<file path="config.mk">
export PLATFORM = sky130hd
export DESIGN_NAME = fdisk_host
export DESIGN_NICKNAME = d
export VERILOG_FILES = /design/src/rtl/fdisk_host_pkg.sv /design/src/rtl/fdisk_host.sv
export SDC_FILE = /design/constraint.sdc
export NUM_CORES = 1
export LEC_CHECK = 0
export BUFFER_PORTS_ARGS = -buffer_cell sky130_fd_sc_hd__clkbuf_2
export CORE_ASPECT_RATIO = 0.5
export CORE_MARGIN = 2
export CORE_UTILIZATION = 40
export DETAILED_ROUTE_END_ITERATION = 16
export PLACE_DENSITY = 0.74
export SYNTH_ARGS = -nofsm -noshare
export SYNTH_HDL_FRONTEND = slang
export SYNTH_SLANG_ARGS = --single-unit
</file>
<file path="constraint.sdc">
create_clock -name clk -period 6.38 [get_ports clk]
set_input_delay 0.319 -clock clk [delete_from_list [all_inputs] [get_ports clk]]
set_output_delay 0.319 -clock clk [all_outputs]
set_load 0.03 [all_outputs]
</file>
<file path="src/rtl/fdisk_host_pkg.sv">
// Package with constants, register offsets and types for the flash disk host controller.
package fdisk_host_pkg;
    // Register byte offsets on the APB side.
    localparam logic [7:0] OFF_CTRL = 8'h00;
    localparam logic [7:0] OFF_ADDR = 8'h04;
    localparam logic [7:0] OFF_WDATA = 8'h08;
    localparam logic [7:0] OFF_RDATA = 8'h0C;
    localparam logic [7:0] OFF_STATUS = 8'h10;
    localparam logic [7:0] OFF_IRQ_STAT = 8'h14;
    localparam logic [7:0] OFF_IRQ_MASK = 8'h18;
    // Control register fields.
    localparam int CTRL_GO = 0;
    localparam int CTRL_WRITE = 1;
    localparam int CTRL_WIDE = 2;
    localparam int CTRL_POS = 3;
    localparam int CTRL_LOCK = 4;
    localparam int CTRL_RESET = 5;
    // Status register fields.
    localparam int STAT_BUSY = 0;
    localparam int STAT_DEV_BUSY = 1;
    localparam int STAT_DEV_IRQ = 2;
    // Interrupt status fields.
    localparam int IRQ_DONE = 0;
    localparam int IRQ_READY = 1;
    localparam int IRQ_DEV = 2;
    localparam int IRQ_BITS = 3;
    // Reset values.
    localparam logic [5:0] CTRL_RESET_VALUE = 6'h3C;
    localparam logic [IRQ_BITS-1:0] IRQ_MASK_RESET = 3'h0;
    // Strobe timing: device access time of 64 ns, rounded up to whole cycles.
    localparam int CLK_PERIOD_NS = 10;
    localparam int ACCESS_NS = 64;
    localparam int ACCESS_CYCLES = (ACCESS_NS + CLK_PERIOD_NS - 1) / CLK_PERIOD_NS;
    localparam logic [3:0] ACCESS_COUNT = 4'(ACCESS_CYCLES);
    // Reset pulse held on the device reset pin, 1 us.
    localparam int RESET_NS = 1000;
    localparam logic [7:0] RESET_COUNT = 8'((RESET_NS + CLK_PERIOD_NS - 1) / CLK_PERIOD_NS);
    // Widths of the device pins.
    localparam int ADDR_W = 13;
    localparam int DATA_W = 16;

    typedef enum {ST_IDLE, ST_RESET, ST_SETUP, ST_STROBE, ST_HOLD} phase_t;
endpackage : fdisk_host_pkg

</file>
<file path="src/rtl/fdisk_host.sv">
// Host controller that drives a flash disk through its standard parallel pin interface.
//
// Implementation choices: register access over APB and the placing of the registers.
`timescale 1ns/10ps
// Operation
// - In 16-bit mode hold lowest address low.
// - Chip select low only during an access.
// - Output enable low with chip select for reads.
// - Write enable low only for writes.
// - Single device ties position strap to 00; here the strap is {0, CTRL_POS}, which resets to 01 until software clears it.
module fdisk_host
    import fdisk_host_pkg::*;
(
    input wire logic clk,
    input wire logic rstn,
    input wire logic psel,
    input wire logic penable,
    input wire logic pwrite,
    input wire logic [7:0] paddr,
    input wire logic [31:0] pwdata,
    output logic [31:0] prdata,
    output logic pready,
    output logic pslverr,
    output logic irq,
    output logic [ADDR_W-1:0] dev_addr,
    input wire logic [DATA_W-1:0] dev_data_in,
    output logic [DATA_W-1:0] dev_data_out,
    output logic [DATA_W-1:0] dev_data_oe,
    output logic chip_select_n,
    output logic output_enable_n,
    output logic write_enable_n,
    output logic bus_width_strap,
    output logic [1:0] cascade_position_strap,
    output logic lock_n,
    output logic reset_in_n,
    input wire logic busy_n,
    input wire logic irq_n
);

    typedef struct packed {
        phase_t phase;
        logic [3:0] count;
        logic [7:0] rst_count;
        logic write;
        logic wide;
        logic pos;
        logic lock;
        logic [ADDR_W-1:0] addr;
        logic [DATA_W-1:0] wdata;
        logic [DATA_W-1:0] rdata;
        logic [IRQ_BITS-1:0] istat;
        logic [IRQ_BITS-1:0] imask;
        logic busy_seen;
        logic [31:0] prdata;
        logic pready;
        logic pslverr;
        logic irq;
        logic [DATA_W-1:0] dout;
        logic [DATA_W-1:0] doe;
        logic cs_n;
        logic oe_n;
        logic we_n;
        logic rst_n;
    } state_t;

    state_t cur;
    state_t next_cur;
    logic [IRQ_BITS-1:0] event_set;
    logic [IRQ_BITS-1:0] w1c;
    logic wr_acc;
    logic rd_acc;

    // Register decode and the device access sequencer share one next-state process.
    always_comb begin
        next_cur = cur;
        event_set = '0;
        w1c = '0;
        wr_acc = psel && penable && pwrite && !cur.pready;
        rd_acc = psel && penable && !pwrite && !cur.pready;
        next_cur.pready = 1'b0;
        next_cur.pslverr = 1'b0;
        // Answer every access in the cycle after the access phase starts.
        if (psel && penable && !cur.pready) begin
            next_cur.pready = 1'b1;
        end
        if (rd_acc) begin
            next_cur.prdata = 32'h0;
            if (paddr == OFF_CTRL) begin
                next_cur.prdata = {26'h0, !cur.rst_n, cur.lock, cur.pos, cur.wide, cur.write,
                                   cur.phase != ST_IDLE};
            end else if (paddr == OFF_ADDR) begin
                next_cur.prdata = {19'h0, cur.addr};
            end else if (paddr == OFF_WDATA) begin
                next_cur.prdata = {16'h0, cur.wdata};
            end else if (paddr == OFF_RDATA) begin
                next_cur.prdata = {16'h0, cur.rdata};
            end else if (paddr == OFF_STATUS) begin
                next_cur.prdata = {29'h0, !irq_n, !busy_n, cur.phase != ST_IDLE};
            end else if (paddr == OFF_IRQ_STAT) begin
                next_cur.prdata = {29'h0, cur.istat};
            end else if (paddr == OFF_IRQ_MASK) begin
                next_cur.prdata = {29'h0, cur.imask};
            end else begin
                next_cur.pslverr = 1'b1;
            end
        end
        if (wr_acc) begin
            if (paddr == OFF_CTRL) begin
                // Configuration only changes while the pins are quiet.
                if (cur.phase == ST_IDLE) begin
                    next_cur.write = pwdata[CTRL_WRITE];
                    next_cur.wide = pwdata[CTRL_WIDE];
                    // Entering 16-bit mode drops the lowest address line at once, not at the next access.
                    if (pwdata[CTRL_WIDE]) begin
                        next_cur.addr[0] = 1'b0;
                    end
                    next_cur.pos = pwdata[CTRL_POS];
                    next_cur.lock = pwdata[CTRL_LOCK];
                    if (pwdata[CTRL_RESET]) begin
                        next_cur.phase = ST_RESET;
                        next_cur.rst_count = RESET_COUNT;
                        next_cur.rst_n = 1'b0;
                        next_cur.busy_seen = 1'b0;
                    end else if (pwdata[CTRL_GO]) begin
                        next_cur.phase = ST_SETUP;
                    end
                end
            end else if (paddr == OFF_ADDR) begin
                // The lowest line is kept low in 16-bit mode, so the idle pin obeys it too.
                next_cur.addr = {pwdata[ADDR_W-1:1], pwdata[0] && !cur.wide};
            end else if (paddr == OFF_WDATA) begin
                next_cur.wdata = pwdata[DATA_W-1:0];
            end else if (paddr == OFF_IRQ_STAT) begin
                w1c = pwdata[IRQ_BITS-1:0];
            end else if (paddr == OFF_IRQ_MASK) begin
                next_cur.imask = pwdata[IRQ_BITS-1:0];
            end else if (paddr != OFF_RDATA && paddr != OFF_STATUS) begin
                next_cur.pslverr = 1'b1;
            end
        end
        // Access sequencer on the device pins.
        case (cur.phase)
            ST_IDLE: begin
                next_cur.cs_n = 1'b1;
                next_cur.oe_n = 1'b1;
                next_cur.we_n = 1'b1;
                next_cur.doe = '0;
            end
            ST_RESET: begin
                // The device stays in reset while the pin is low.
                if (cur.rst_count == 8'h00) begin
                    next_cur.rst_n = 1'b1;
                    next_cur.phase = ST_IDLE;
                end else begin
                    next_cur.rst_count = cur.rst_count - 8'h01;
                end
            end
            ST_SETUP: begin
                // In 16-bit mode the lowest address line is forced low.
                next_cur.addr[0] = cur.wide ? 1'b0 : cur.addr[0];
                next_cur.cs_n = 1'b0;
                next_cur.oe_n = cur.write;
                next_cur.we_n = !cur.write;
                next_cur.dout = cur.wide ? cur.wdata : {8'h00, cur.wdata[7:0]};
                // Upper byte is left undriven in 8-bit mode.
                next_cur.doe = cur.write ? (cur.wide ? 16'hFFFF : 16'h00FF) : 16'h0000;
                next_cur.count = ACCESS_COUNT;
                next_cur.phase = ST_STROBE;
            end
            ST_STROBE: begin
                if (cur.count == 4'h1) begin
                    if (!cur.write) begin
                        next_cur.rdata = cur.wide ? dev_data_in : {8'h00, dev_data_in[7:0]};
                    end
                    next_cur.oe_n = 1'b1;
                    next_cur.we_n = 1'b1;
                    next_cur.phase = ST_HOLD;
                end else begin
                    next_cur.count = cur.count - 4'h1;
                end
            end
            ST_HOLD: begin
                // Data and address stay one cycle past the strobe edge for hold time.
                next_cur.cs_n = 1'b1;
                next_cur.doe = '0;
                next_cur.phase = ST_IDLE;
                event_set[IRQ_DONE] = 1'b1;
            end
            default: begin
                next_cur.phase = ST_IDLE;
            end
        endcase
        // Busy released after a reset marks the end of the boot download.
        if (cur.rst_n && busy_n && !cur.busy_seen) begin
            next_cur.busy_seen = 1'b1;
            event_set[IRQ_READY] = 1'b1;
        end
        event_set[IRQ_DEV] = !irq_n;
        // A new event wins over a clear in the same cycle.
        next_cur.istat = (cur.istat & ~w1c) | event_set;
        next_cur.irq = |(next_cur.istat & cur.imask);
    end

    // State register; every output is taken from here.
    always_ff @(posedge clk or negedge rstn) begin
        if (!rstn) begin
            cur <= '0;
            cur.phase <= ST_IDLE;
            cur.wide <= CTRL_RESET_VALUE[CTRL_WIDE];
            cur.pos <= CTRL_RESET_VALUE[CTRL_POS];
            cur.lock <= CTRL_RESET_VALUE[CTRL_LOCK];
            cur.imask <= IRQ_MASK_RESET;
            cur.cs_n <= 1'b1;
            cur.oe_n <= 1'b1;
            cur.we_n <= 1'b1;
            cur.rst_n <= 1'b0;
        end else begin
            cur <= next_cur;
        end
    end

    // Strap and pin outputs straight from the state register.
    assign prdata = cur.prdata;
    assign pready = cur.pready;
    assign pslverr = cur.pslverr;
    assign irq = cur.irq;
    assign dev_addr = cur.addr;
    assign dev_data_out = cur.dout;
    assign dev_data_oe = cur.doe;
    assign chip_select_n = cur.cs_n;
    assign output_enable_n = cur.oe_n;
    assign write_enable_n = cur.we_n;
    assign bus_width_strap = cur.wide;
    assign cascade_position_strap = {1'b0, cur.pos};
    assign lock_n = !cur.lock;
    assign reset_in_n = cur.rst_n;

endmodule : fdisk_host

</file>
==> impl_metrics.py <==
metrics = {
    "global_route": {
        "antenna_found_initial": 0,
        "grt_max_degree": 83,
        "track_usage": 0.174,
        "grt_overflow_total": 0,
        "grt_pass1_vias": 4596,
        "grt_pass1_wl_um": 23300,
        "grt_use_met2": 0.298,
        "grt_use_met3": 0.0239,
        "grt_busiest_layer": "met2",
        "met1_usage": 0.218,
    },
    "route": {
        "firstDrtPassIters": 5,
        "route.vias.total": 4615,
        "dr.first_iter.drc_count": 274,
        "wl_per_cell_um": 15.9,
        "ant_nets": 0,
        "drc_errors": 0,
        "vias_per_cell": 4.98,
        "wirelength_um": 14800,
    },
    "placement": {
        "post_dp_cell_area_um2": 6930,
        "dp_hpwl_um": 10000,
        "portBuffers": 117,
        "gp_congestion": 0.851,
    },
    "setup_path": {
        "cp-end-kind": "flop",
        "worstPathRequired_ns": 6.72,
        "critical_path.max_fanout": 23,
        "crit_arrival_ns": 3.22,
        "start_kind": "flop",
        "crit_type": "reg2reg",
    },
    "power": {
        "power.net_switching_w": 0.000518,
        "p_per_area_nw_per_um2": 264,
        "total_power_w": 0.00198,
        "ir_drop_v": 0.000147,
        "swShare": 0.261,
        "seqPwrFrac": 0.467,
        "power.leakage_nw": 3.79,
        "power_frac_comb": 0.055,
        "intPower_w": 0.00146,
        "p_clk_frac": 0.478,
    },
    "clock_network": {
        "post_cts_resized": 0,
        "numCtsBuffers": 17,
        "clkTransAtPathRegs_ns": 0.07,
        "clk_latency_ns": 0.42,
        "clockBufferDepth": 2,
        "cts_tree": "done",
        "ctsHtreeMaxLevel": 4,
        "cts.sinks": 141,
        "cts_root_buffer": "clkbuf_16",
    },
    "sta": {
        "hold_viol": 0,
        "min_period_over_period": 0.452,
        "slew_headroom": 0.176,
        "min_period_ns": 2.88,
        "clock-skew-final_ns": 0.0117,
        "drv_slew": 0,
        "fmax_ghz": 0.347,
        "final-setup-viol-count": 0,
        "rsz0062_at_grt": "false",
        "tightest_slew_ns": 1.23,
        "fin_tns_setup_ns": 0,
    },
    "floorplan": {
        "start_util": 0.405,
        "die_w_um": 185,
        "die-area_um2": 17500,
        "die_h_um": 94.6,
        "core_um2": 16200,
        "rows": 33,
        "ios": 151,
    },
    "logic_synthesis": {
        "synth_top_area_share": 0.514,
        "synth_area_um2": 6570,
        "synth_edf_count": 0,
        "ys_ff_latch": 141,
        "ys_seq_area_frac": 0.538,
        "synth_cells": 602,
        "synth_top_cell_by_area": "dfrtp_1",
        "yosys_warnings": 0,
        "avgSynthCellArea_um2": 10.9,
        "synthFlopType": "dfrtp_1",
        "synthTopCellsByArea": "dfrtp_1 51%, buf_4 9.1%, mux2_2 6.9%",
        "yosysUniqueCellTypes": 64,
        "async_flop_share": 1.00,
    },
    "hold_path": {
        "min_path_type": "in2reg",
    },
    "layout": {
        "layout_common_cells": "135 x dfrtp_1, 116 x clkbuf_2, 87 x nand2_1",
        "drive_above_1_share": 0.314,
        "final_cell_area_um2": 7510,
        "final_common_cell": "dfrtp_1",
        "n_fill_cell": 1481,
        "area_growth_pct": 14.3,
        "diodes": 0,
        "final_net_count": 754,
    },
    "status": {
        "status": "complete, no violations",
    },
    "job": {
        "cap_violations": 0,
    },
}
-- power groups by stage --
stage	registers (W)	clock network [W]	logic, W
6_report	0.000925	0.000948	0.000109
5_1_grt	0.000926	0.00100	0.000120
4_1_cts	0.000925	0.000965	0.000110
3_5_place_dp	0.000941	0	0.000109
3_3_place_gp	0.000940	0	0.000107
2_1_floorplan	0.000940	0	0.0000700
-- kinds of logic (layout without fill, tap and decap cells) --
kind of cell,Yosys count,after routing,synth area share
AO/OA/AOI/OAI,95,95,0.0945
buffers and inverters,115,168,0.117
multiplexers,52,52,0.0937
flip-flops,141,141,0.538
other,1,46,0.000571
AND/OR/NAND/NOR,194,194,0.148
adder cells (fa/ha/maj),4,4,0.00762
-- final timing paths --
kind / from / end / slack (ns) / depth (start not counted)
max: cur[142] / dev_data_oe[14] / 3.50 / 5
min: dev_data_in[7] / cur[85] / 0.13 / 2
max reg2reg: cur[142] / dev_data_oe[14] / 3.50 / 5
min reg2reg: dev_data_out[7] / dev_data_out[7] / 0.47 / 2
max in group asynchronous: rstn / cur[160] / 4.51 / 3
min in group asynchronous: rstn / cur[102] / 0.45 / 2
-- registers in the layout, indices dropped and copies added, names as in the netlist --
| signal | count |
|---|---|
| bus_width_strap | 1 |
| cascade_position_strap | 1 |
| write_enable_n | 1 |
| prdata | 16 |
| pready | 1 |
| dev_data_out | 16 |
| dev_addr | 13 |
| reset_in_n | 1 |
| pslverr | 1 |
| dev_data_oe | 2 |
| irq | 1 |
| chip_select_n | 1 |
| cur | 85 |
| output_enable_n | 1 |
-- cells in the mapped netlist, types with 3 or more instances --
cell type  instances
dfrtp_1          135
clkbuf_1          10
nor2_1            21
and2_1             4
mux2_4             4
a21o_1             4
o31ai_1            8
nor4_1             7
nand2b_1           3
or3_1              3
nand3_1           22
o21bai_1           3
buf_4             80
nand2_1           87
mux2_2            40
nor3_1            12
o21ai_0           28
buf_2              5
ha_1               4
mux2i_1            6
a22o_1             8
buf_6              3
inv_1             13
and3_1            11
a21oi_1           22
nand4_1            6
dfstp_2            6
o22a_1             3
-- worst max-delay path, cell delays in order, from the launching register on --
cell,delay [ns]
dfrtp_1,0.37
or4_4,0.56
or4b_4,0.56
nor3_4,0.95
nand3_1,0.18
a21oi_1,0.19
-- repair_timing --
action | 4_1_cts | 5_1_grt
setup buffers | 0 | 0
endpoints found under the hold margin | 56 | 0
hold buffers | 1 | 0
-- per-stage QoR --
stage | hold WS, ns | setup slack, ns | cells | util
2_1_floorplan | 0.0234 | 4.11 | 647 | -
3_3_place_gp | 0.330 | 3.41 | 894 | 0.427
3_5_place_dp | 0.335 | 3.38 | 894 | 0.427
4_1_cts | 0.115 | 3.50 | 927 | 0.463
5_1_grt | 0.121 | 3.28 | 927 | 0.463
6_report | 0.132 | 3.50 | 927 | 0.463
-- area by class of cell --
class                   count  area [um^2]  share of cell area
flip-flops and latches    141         3540               0.471
multi-input cells         391         2430               0.324
clock inverters            15          148              0.0197
inverters                  14         52.6             0.00700
clock buffers              17          425              0.0566
repair buffers            122          632              0.0841
well taps                 227          284              0.0378
-- routing by layer --
| metal | wire length (um) | part of all wire |
|---|---|---|
| met5 | 0 | 0 |
| met4 | 317 | 0.021 |
| met3 | 574 | 0.039 |
| met2 | 7480 | 0.51 |
| met1 | 6400 | 0.43 |
Note: power is estimated with default switching activity, not from simulation.
